[src/hw/pmt_pkg.sv]
// pmt_pkg: register map, field layout, reset values and codes of the period match timer
package pmt_pkg;

  // ==========================================================================
  // register byte addresses on the apb bus
  // ==========================================================================
  localparam logic [7:0] PMT_OFF_CTRL   = 8'h00;  // timer_control_register
  localparam logic [7:0] PMT_OFF_COUNT  = 8'h04;  // count_register
  localparam logic [7:0] PMT_OFF_PERIOD = 8'h08;  // period_register
  localparam logic [7:0] PMT_OFF_STATUS = 8'h0C;  // peripheral_irq_flags, read clears
  localparam logic [7:0] PMT_OFF_MASK   = 8'h10;  // interrupt mask, same layout

  // ==========================================================================
  // control register fields
  // ==========================================================================
  localparam int PMT_CTRL_PRE_LSB  = 0;  // prescale_select, 2 bits
  localparam int PMT_CTRL_PRE_MSB  = 1;
  localparam int PMT_CTRL_ON_BIT   = 2;  // timer_on_bit
  localparam int PMT_CTRL_POST_LSB = 3;  // postscale_select, 4 bits
  localparam int PMT_CTRL_POST_MSB = 6;
  localparam int PMT_FLAG_MATCH    = 0;  // timer_match_flag position in status and mask

  // ==========================================================================
  // reset values
  // ==========================================================================
  localparam logic [6:0] PMT_RST_CTRL   = 7'h00;
  localparam logic [7:0] PMT_RST_COUNT  = 8'h00;
  localparam logic [7:0] PMT_RST_PERIOD = 8'hFF;
  localparam logic [0:0] PMT_RST_STATUS = 1'h0;
  localparam logic [0:0] PMT_RST_MASK   = 1'h0;

  // ==========================================================================
  // prescale codes and their terminal counts (ratio minus one)
  // ==========================================================================
  localparam logic [1:0] PMT_PRE_DIV1  = 2'h0;
  localparam logic [1:0] PMT_PRE_DIV4  = 2'h1;
  localparam logic [3:0] PMT_TERM_DIV1  = 4'h0;
  localparam logic [3:0] PMT_TERM_DIV4  = 4'h3;
  localparam logic [3:0] PMT_TERM_DIV16 = 4'hF;

endpackage : pmt_pkg

[src/hw/pmt_scaler.sv]
// pmt_scaler: 4-bit event divider used as prescaler and as postscaler
`timescale 1ns/1ps
`default_nettype none

module pmt_scaler (
  input  wire logic       core_clk,  // instruction clock
  input  wire logic       nrst,      // async reset, active low
  input  wire logic       clr,       // synchronous clear of the divider count
  input  wire logic       step,      // one input event
  input  wire logic [3:0] term,      // ratio minus one
  output logic            pulse,     // one output event per term+1 steps
  output logic      [3:0] cnt        // current divider count
);

  logic [3:0] cnt_q;
  logic [3:0] cnt_d;

  // a step that reaches the terminal count fires and wraps the divider
  assign pulse = step && (cnt_q >= term);
  assign cnt   = cnt_q;

  // next count: clear dominates, so a step in a clearing cycle is dropped
  always_comb begin
    cnt_d = cnt_q;
    if (clr) begin
      cnt_d = 4'h0;
    end else if (pulse) begin
      cnt_d = 4'h0;
    end else if (step) begin
      cnt_d = cnt_q + 4'h1;
    end
  end

  // divider count register
  always_ff @(posedge core_clk or negedge nrst) begin
    if (!nrst) begin
      cnt_q <= 4'h0;
    end else begin
      cnt_q <= cnt_d;
    end
  end

endmodule : pmt_scaler

`default_nettype wire

[src/hw/pmt_timer.sv]
// pmt_timer: 8-bit period match timer with prescaler, postscaler and apb registers
`timescale 1ns/1ps
`default_nettype none

// Summary of operation
// - the timer counts on the instruction clock only, fed through the prescaler
// - prescaler divides by 1, 4 or 16; each output increments the count
// - count and period compare continuously; count climbs from zero to the period
// - on a match the next increment loads zero instead of count plus one
// - each match steps the postscaler, ratios 1 to 16
// - a postscaler output sets the match flag, held until software clears it
// - software reads and writes count and period at any time
// - every reset loads count with zero and period with all ones
// - timer runs while the on bit is one, stops while zero
// - count write, control write and reset clear prescaler and postscaler
// - a control write leaves the count value untouched
// - postscale field value plus one gives the ratio, 0000 to 1111
module pmt_timer (
  input  wire logic        core_clk,  // instruction clock, 200 MHz
  input  wire logic        nrst,      // async reset, active low
  input  wire logic        psel,      // apb select
  input  wire logic        penable,   // apb access phase
  input  wire logic        pwrite,    // apb direction, high for write
  input  wire logic [7:0]  paddr,     // apb byte address
  input  wire logic [31:0] pwdata,    // apb write data
  input  wire logic [3:0]  pstrb,     // apb byte strobes, lane 0 used
  output logic             pready,    // apb ready, always one
  output logic      [31:0] prdata,    // apb read data, registered
  output logic             pslverr,   // apb error on unmapped address
  output logic             irq        // level interrupt, unmasked flag set
);

  import pmt_pkg::*;

  // ==========================================================================
  // state
  // ==========================================================================
  logic [6:0]  ctrl_q;     // timer_control_register, bit 7 reads zero
  logic [7:0]  count_q;    // count_register
  logic [7:0]  period_q;   // period_register
  logic [0:0]  status_q;   // peripheral_irq_flags
  logic [0:0]  mask_q;     // interrupt mask
  logic [31:0] rdata_q;    // read data captured in the setup phase

  logic        timer_on;
  logic [1:0]  pre_sel;
  logic [3:0]  post_sel;
  logic [3:0]  pre_term;
  logic        tick;       // prescaler output
  logic        match;      // count equals period on a tick
  logic        post_pulse; // postscaler output
  logic [3:0]  pre_cnt;
  logic [3:0]  post_cnt;
  logic        scaler_clr;

  // ==========================================================================
  // apb decode
  // ==========================================================================
  logic        setup;
  logic        access;
  logic        wr_ok;
  logic        mapped;
  logic        wr_ctrl;
  logic        wr_count;
  logic        wr_period;
  logic        wr_status;
  logic        wr_mask;
  logic        rd_status;

  assign setup  = psel && !penable;
  assign access = psel && penable;
  // only lane 0 carries register bits; a write with lane 0 off changes nothing
  assign wr_ok  = access && pwrite && pstrb[0];

  always_comb begin
    mapped = 1'b0;
    unique case (paddr)
      PMT_OFF_CTRL, PMT_OFF_COUNT, PMT_OFF_PERIOD,
      PMT_OFF_STATUS, PMT_OFF_MASK: mapped = 1'b1;
      default:                      mapped = 1'b0;
    endcase
  end

  assign wr_ctrl   = wr_ok && (paddr == PMT_OFF_CTRL);
  assign wr_count  = wr_ok && (paddr == PMT_OFF_COUNT);
  assign wr_period = wr_ok && (paddr == PMT_OFF_PERIOD);
  assign wr_status = wr_ok && (paddr == PMT_OFF_STATUS);
  assign wr_mask   = wr_ok && (paddr == PMT_OFF_MASK);
  assign rd_status = access && !pwrite && (paddr == PMT_OFF_STATUS);

  // zero wait states: the read word is already latched from the setup phase
  assign pready  = 1'b1;
  assign pslverr = access && !mapped;
  assign prdata  = rdata_q;

  // ==========================================================================
  // control fields
  // ==========================================================================
  assign timer_on = ctrl_q[PMT_CTRL_ON_BIT];
  assign pre_sel  = ctrl_q[PMT_CTRL_PRE_MSB:PMT_CTRL_PRE_LSB];
  assign post_sel = ctrl_q[PMT_CTRL_POST_MSB:PMT_CTRL_POST_LSB];

  // prescale code to terminal count; both 1x codes mean divide by 16
  always_comb begin
    unique case (pre_sel)
      PMT_PRE_DIV1: pre_term = PMT_TERM_DIV1;
      PMT_PRE_DIV4: pre_term = PMT_TERM_DIV4;
      default:      pre_term = PMT_TERM_DIV16;
    endcase
  end

  // software writes to count or control restart both dividers
  assign scaler_clr = wr_count || wr_ctrl;

  // ==========================================================================
  // prescaler and postscaler
  // ==========================================================================
  // the prescaler sees the core clock as its input event while the timer is on
  pmt_scaler u_pre (
    .core_clk (core_clk),
    .nrst     (nrst),
    .clr      (scaler_clr),
    .step     (timer_on && !scaler_clr),
    .term     (pre_term),
    .pulse    (tick),
    .cnt      (pre_cnt)
  );

  // a tick with count at the period is a match event
  assign match = tick && (count_q == period_q);

  // postscaler steps once per match, field value is the terminal count
  pmt_scaler u_post (
    .core_clk (core_clk),
    .nrst     (nrst),
    .clr      (scaler_clr),
    .step     (match),
    .term     (post_sel),
    .pulse    (post_pulse),
    .cnt      (post_cnt)
  );

  // ==========================================================================
  // control register
  // ==========================================================================
  always_ff @(posedge core_clk or negedge nrst) begin
    if (!nrst) begin
      ctrl_q <= PMT_RST_CTRL;
    end else if (wr_ctrl) begin
      ctrl_q <= pwdata[6:0];
    end
  end

  // ==========================================================================
  // count register
  // ==========================================================================
  // a software write wins over an increment in the same cycle
  always_ff @(posedge core_clk or negedge nrst) begin
    if (!nrst) begin
      count_q <= PMT_RST_COUNT;
    end else if (wr_count) begin
      count_q <= pwdata[7:0];
    end else if (match) begin
      count_q <= 8'h00;
    end else if (tick) begin
      count_q <= count_q + 8'h01;
    end
  end

  // ==========================================================================
  // period register
  // ==========================================================================
  always_ff @(posedge core_clk or negedge nrst) begin
    if (!nrst) begin
      period_q <= PMT_RST_PERIOD;
    end else if (wr_period) begin
      period_q <= pwdata[7:0];
    end
  end

  // ==========================================================================
  // interrupt status and mask
  // ==========================================================================
  // the flag is sticky; a postscaler event in the clearing read cycle survives
  always_ff @(posedge core_clk or negedge nrst) begin
    if (!nrst) begin
      status_q <= PMT_RST_STATUS;
    end else if (post_pulse) begin
      status_q[PMT_FLAG_MATCH] <= 1'b1;
    end else if (rd_status) begin
      status_q <= PMT_RST_STATUS;
    end
  end

  // writes to status are ignored; only a read clears it
  always_ff @(posedge core_clk or negedge nrst) begin
    if (!nrst) begin
      mask_q <= PMT_RST_MASK;
    end else if (wr_mask) begin
      mask_q <= pwdata[0:0];
    end
  end

  assign irq = |(status_q & mask_q);

  // ==========================================================================
  // read data
  // ==========================================================================
  // captured at the setup edge so prdata comes from a flip-flop
  always_ff @(posedge core_clk or negedge nrst) begin
    if (!nrst) begin
      rdata_q <= 32'h0000_0000;
    end else if (setup && !pwrite) begin
      unique case (paddr)
        PMT_OFF_CTRL:   rdata_q <= {25'h0, ctrl_q};
        PMT_OFF_COUNT:  rdata_q <= {24'h0, count_q};
        PMT_OFF_PERIOD: rdata_q <= {24'h0, period_q};
        PMT_OFF_STATUS: rdata_q <= {31'h0, status_q};
        PMT_OFF_MASK:   rdata_q <= {31'h0, mask_q};
        default:        rdata_q <= 32'h0000_0000;
      endcase
    end
  end

  // ==========================================================================
  // assertions
  // ==========================================================================
  // helper: cycles the prescaler has run since its last tick or clear
  logic [4:0] gap_q;
  always_ff @(posedge core_clk or negedge nrst) begin
    if (!nrst) begin
      gap_q <= 5'h00;
    end else if (scaler_clr || tick) begin
      gap_q <= 5'h00;
    end else if (timer_on) begin
      gap_q <= gap_q + 5'h01;
    end
  end

  property p_stop_hold;
    @(posedge core_clk) disable iff (!nrst)
      !timer_on && !wr_count && !wr_ctrl |=> $stable(count_q) && !tick && !$past(match);
  endproperty
  a_stop_hold: assert property (p_stop_hold)
    else $error("count moved while the timer was stopped");

  property p_wrap;
    @(posedge core_clk) disable iff (!nrst)
      tick && (count_q == period_q) && !wr_count |=> count_q == 8'h00;
  endproperty
  a_wrap: assert property (p_wrap)
    else $error("count did not reload zero after a match");

  property p_inc;
    @(posedge core_clk) disable iff (!nrst)
      tick && (count_q != period_q) && !wr_count |=> count_q == $past(count_q) + 8'h01;
  endproperty
  a_inc: assert property (p_inc)
    else $error("count did not advance by one on a tick");

  property p_pre_ratio;
    @(posedge core_clk) disable iff (!nrst)
      tick |-> gap_q == {1'b0, pre_term};
  endproperty
  a_pre_ratio: assert property (p_pre_ratio)
    else $error("prescaler tick spacing does not match the select");

  property p_post_cause;
    @(posedge core_clk) disable iff (!nrst)
      post_pulse |-> match && (post_cnt == post_sel) ##1 status_q[PMT_FLAG_MATCH];
  endproperty
  a_post_cause: assert property (p_post_cause)
    else $error("postscaler output without its match count");

  property p_flag_sticky;
    @(posedge core_clk) disable iff (!nrst)
      status_q[PMT_FLAG_MATCH] && !rd_status |=> status_q[PMT_FLAG_MATCH];
  endproperty
  a_flag_sticky: assert property (p_flag_sticky)
    else $error("match flag dropped without a status read");

  property p_ctrl_keeps_count;
    @(posedge core_clk) disable iff (!nrst)
      wr_ctrl && !wr_count |=> $stable(count_q);
  endproperty
  a_ctrl_keeps_count: assert property (p_ctrl_keeps_count)
    else $error("control write changed the count");

  property p_clr_scalers;
    @(posedge core_clk) disable iff (!nrst)
      scaler_clr |=> (pre_cnt == 4'h0) && (post_cnt == 4'h0);
  endproperty
  a_clr_scalers: assert property (p_clr_scalers)
    else $error("scaler counts not cleared by a register write");

  property p_count_write;
    @(posedge core_clk) disable iff (!nrst)
      wr_count |=> count_q == $past(pwdata[7:0]);
  endproperty
  a_count_write: assert property (p_count_write)
    else $error("count write did not take effect");

  property p_irq_level;
    @(posedge core_clk) disable iff (!nrst)
      post_pulse && mask_q[PMT_FLAG_MATCH] && !wr_mask |=> irq;
  endproperty
  a_irq_level: assert property (p_irq_level)
    else $error("unmasked match flag did not raise the interrupt");

  c_wrap: cover property (@(posedge core_clk) disable iff (!nrst) match ##1 tick);
  c_post16: cover property (@(posedge core_clk) disable iff (!nrst)
    post_pulse && (post_sel == 4'hF));
  c_flag_clear: cover property (@(posedge core_clk) disable iff (!nrst)
    status_q[PMT_FLAG_MATCH] && rd_status ##1 !status_q[PMT_FLAG_MATCH]);
  c_pre16: cover property (@(posedge core_clk) disable iff (!nrst)
    tick && (pre_term == PMT_TERM_DIV16));

endmodule : pmt_timer

`default_nettype wire

[config.mk]
export PLATFORM = sky130hd
export DESIGN_NAME = pmt_timer
export DESIGN_NICKNAME = d
export VERILOG_FILES = /design/src/hw/pmt_pkg.sv /design/src/hw/pmt_scaler.sv /design/src/hw/pmt_timer.sv
export SDC_FILE = /design/constraint.sdc
export NUM_CORES = 1
export LEC_CHECK = 0
export ABC_CLOCK_PERIOD_IN_PS = 4000
export BUFFER_PORTS_ARGS = -buffer_cell sky130_fd_sc_hd__buf_2
export CAP_MARGIN = 10
export CORE_ASPECT_RATIO = 1.25
export CORE_MARGIN = 2
export CORE_UTILIZATION = 45
export CTS_CLUSTER_SIZE = 16
export DETAILED_ROUTE_END_ITERATION = 8
export PLACE_DENSITY = 0.68
export REMOVE_ABC_BUFFERS = 1
export SLEW_MARGIN = 10
export SYNTH_ARGS = -nofsm -noshare
export SYNTH_HDL_FRONTEND = slang
export SYNTH_SLANG_ARGS = --single-unit
[constraint.sdc]
create_clock -name core_clk -period 4 [get_ports core_clk]
set_clock_uncertainty 0.2 [all_clocks]
set_input_delay 0.6 -clock core_clk [delete_from_list [all_inputs] [get_ports core_clk]]
set_output_delay 0.6 -clock core_clk [all_outputs]
set_load 0.05 [all_outputs]
==> key figures <==
Clock network
  • Worst-path clk slew: 0.08 ns
  • CTS Buf Count: 5
  • CTS tree: built
  • Clock Latency Late Sink: 0.30 ns
  • Sink Count: 41
  • Post-CTS setup buffers: 0
  • Clk buf depth: 2
  • PostCTS Resize Cnt: 0
  • CTS Hold Bufs: 0
  • Root Driver: clkbuf_8
  • H-Tree Level Count: 2

GRT
  • Largest net degree at the start of global routing: 42
  • First-pass GRT wire length: 9.149 mm
  • Overall global routing resource usage: 18.49%
  • Initial antenna violation count: 0
  • Total congestion overflow: 0
  • Number of global-route vias before repair: 2000

Floorplanning
  • Die outline area: 0.006344 mm2
  • Die W: 71.64 um
  • # rows: 30
  • Core area: 0.005480 mm2
  • Ports: 84
  • Starting Density: 46.96%
  • Die H: 88.56 um

Timing
  • Unrepaired setup endpoints after global routing: false
  • Rel. slew slack: 27.26%
  • Min cycle time layout: 3.089 ns
  • Setup tns final: 0 ns
  • Setup Viol. Count Final: 0
  • Setup ws final: 0.9106 ns
  • Worst-margin pin slew: 1.083 ns
  • Final hold violation count: 0
  • Final-report max-slew violation count: 0
  • Fmax: 0.3237 GHz
  • Fin crit share: 77.24%

Status
  • Status: completed

Place
  • Placed instance area: 0.002680 mm2
  • Placed Instances: 366
  • Hpwl dp: 4.098 mm
  • Placement Setup Slack: 0.9674 ns
  • Placer's final routability congestion estimate: 0.8302
  • Port Buffers: 31

Synthesis
  • Ys flop type: dfrtp_1
  • Register area share after synthesis: 40.25%
  • Post-synth EDFFs: 0
  • Synth area leader: dfrtp_1
  • Netlist cell types: 49
  • Post-synthesis async set-or-reset flop share: 100.0%
  • Synth top area cells: dfrtp_1 (32%), dfstp_2 (8.2%), buf_4 (7.6%)
  • Avg Inst Size Synth: 9.192 um2
  • Post-Syn Instances: 280
  • Mapped Area: 0.002574 mm2
  • Synth warn: 0
  • Post-synth top area share: 32.09%
  • Register bit count reported by yosys: 41

Drt
  • Average wire per standard cell: 14.32 um
  • DRT Wirelength: 5.354 mm
  • DRT iter0 DRCs: 121
  • Drt pass-1 iters: 4
  • Vias per cell: 5.447
  • Routed Antenna Nets: 0
  • DRC errors left: 0
  • Vias: 2037

Setup path
  • Start of the worst register-to-register path: ctrl_q[1]
  • R2R setup slack: 0.91 ns
  • Reg-to-reg endpoint: count_q[7]
  • Arr. time, crit path: 3.12 ns
  • Critical path startpoint: ctrl_q[1]
  • CP Class: reg2reg
  • Critical Path Sink Type: flip-flop
  • CP required: 4.03 ns
  • Startpoint types: flip-flop
  • CP endpoint: count_q[7]
  • R2R cell count: 8
  • Critical Path Fanout Max: 10

Power
  • Clock network power share: 42.9%
  • Pint: 0.6934 mW
  • Static Leak: 1.356 nW
  • Sw Share: 26.36%
  • Logic pwr share: 11.9%
  • Overall power: 0.9417 mW
  • Pwr Density: 334.2 mW/mm2
  • Seq pwr share: 45.2%
  • Psw: 0.2483 mW
  • Maximum vdd drop: 170.5 uV

Layout
  • Fillers: 550
  • Share of post-route cells with drive strength above 1: 22.90%
  • Finished Cell Area: 0.002818 mm2
  • Layout Cells excl Fill: 374
  • # nets final: 369
  • Diode count: 0
  • Area Overhead vs Synth: 9.480%

Flow run
  • Max_cap viols: 0

Hold path
  • Min-Delay Path Class: in2async
-- routing by layer --
| layer | global-route usage [%] | vias to the layer above | wire (um) |
|---|---|---|---|
| met1 | 21.16 | 978 | 2184 |
| met2 | 33.75 | 60 | 2798 |
| met5 | 0 | - | 0 |
| li1 | - | 990 | - |
| met4 | 7.890 | 0 | 116 |
| met3 | 3.303 | 9 | 255 |
-- sequential cells by signal, summed over array words and instances, names as in the netlist --
| signal | count |
|---|---|
| count_q | 8 |
| period_q | 8 |
| prdata | 8 |
| ctrl_q | 7 |
| u_post.cnt | 4 |
| u_pre.cnt | 4 |
| mask_q | 1 |
| status_q | 1 |
-- cell type report --
type	instances	area (um2)	share of cell area [%]
clock inverters	3	68.82	2.442
multi-input cells	216	1353	48.00
well taps	64	80.08	2.842
inverters	13	48.80	1.732
flip-flops and latches	41	1036	36.77
repair buffers	32	162.7	5.773
clock buffers	5	68.82	2.442
-- metrics by stage --
step | hold WS (ns) | util (%)
2_1_floorplan | 0.1044 | -
3_3_place_gp | 0.2546 | 48.90
3_5_place_dp | 0.2626 | 48.90
4_1_cts | 0.2648 | 51.42
5_1_grt | 0.3086 | 51.42
6_report | 0.2287 | 51.42
-- cells in the final DEF, fill, tap and decap left out, types with 6 or more instances in the layout --
cell type,instances
nand2_1,33
nor2_1,20
dfstp_2,8
xnor2_1,8
mux2_2,12
conb_1,25
ha_1,11
nand3_1,7
inv_1,13
mux2i_1,6
o21ai_0,24
a21oi_1,11
buf_2,31
dfrtp_1,33
-- worst max-delay path, cell delays in order (launching register included) --
cell       delay [ns]
dfrtp_1          0.41
or2_2            0.32
ha_1             0.27
nand2b_1         0.09
a2111oi_0        0.14
or2_2            0.34
nor3_1           0.88
o21ai_0          0.25
nand3_1          0.15
-- synth_stat cells, types with 5 or more instances --
library cell and number:
mux2i_1 6, nor3_1 5, a21oi_1 11, ha_1 11
a22oi_1 5, dfstp_2 8, dfrtp_1 33, or2_2 5
xnor2_1 8, o21ai_0 24, nand4_1 5, nor2_1 20
mux2_2 12, buf_4 26, inv_1 13, nand3_1 7
nand2_1 33
-- cells by family after synthesis --
group,count (synthesis),synth area share [%]
multiplexers,19,8.459
XOR/XNOR,9,3.063
adder cells (fa/ha/maj),11,5.348
other,2,0.2918
buffers and inverters,46,10.55
flip-flops,41,40.25
AND/OR/NAND/NOR,95,17.99
AO/OA/AOI/OAI,57,14.05
-- worst min-delay path by stage --
stage | start | to | slack (ns) | cells after the start
after global routing | nrst | prdata[5] | 0.31 | 1
after floorplan | nrst | count_q[0] | 0.10 | 0
after detailed placement | prdata[7] | prdata[7] | 0.26 | 2
after CTS | nrst | prdata[5] | 0.26 | 1
final | nrst | prdata[5] | 0.23 | 1
after global placement | prdata[1] | prdata[1] | 0.25 | 2
-- power groups by stage --
stage          Clock [mW]  Combinational [mW]  Sequential, mW
2_1_floorplan           0              0.0765           0.434
5_1_grt             0.426               0.122           0.427
3_3_place_gp            0               0.111           0.433
4_1_cts             0.412               0.112           0.426
3_5_place_dp            0               0.112           0.434
6_report            0.404               0.112           0.426
Power figures use the tool's default switching activity.
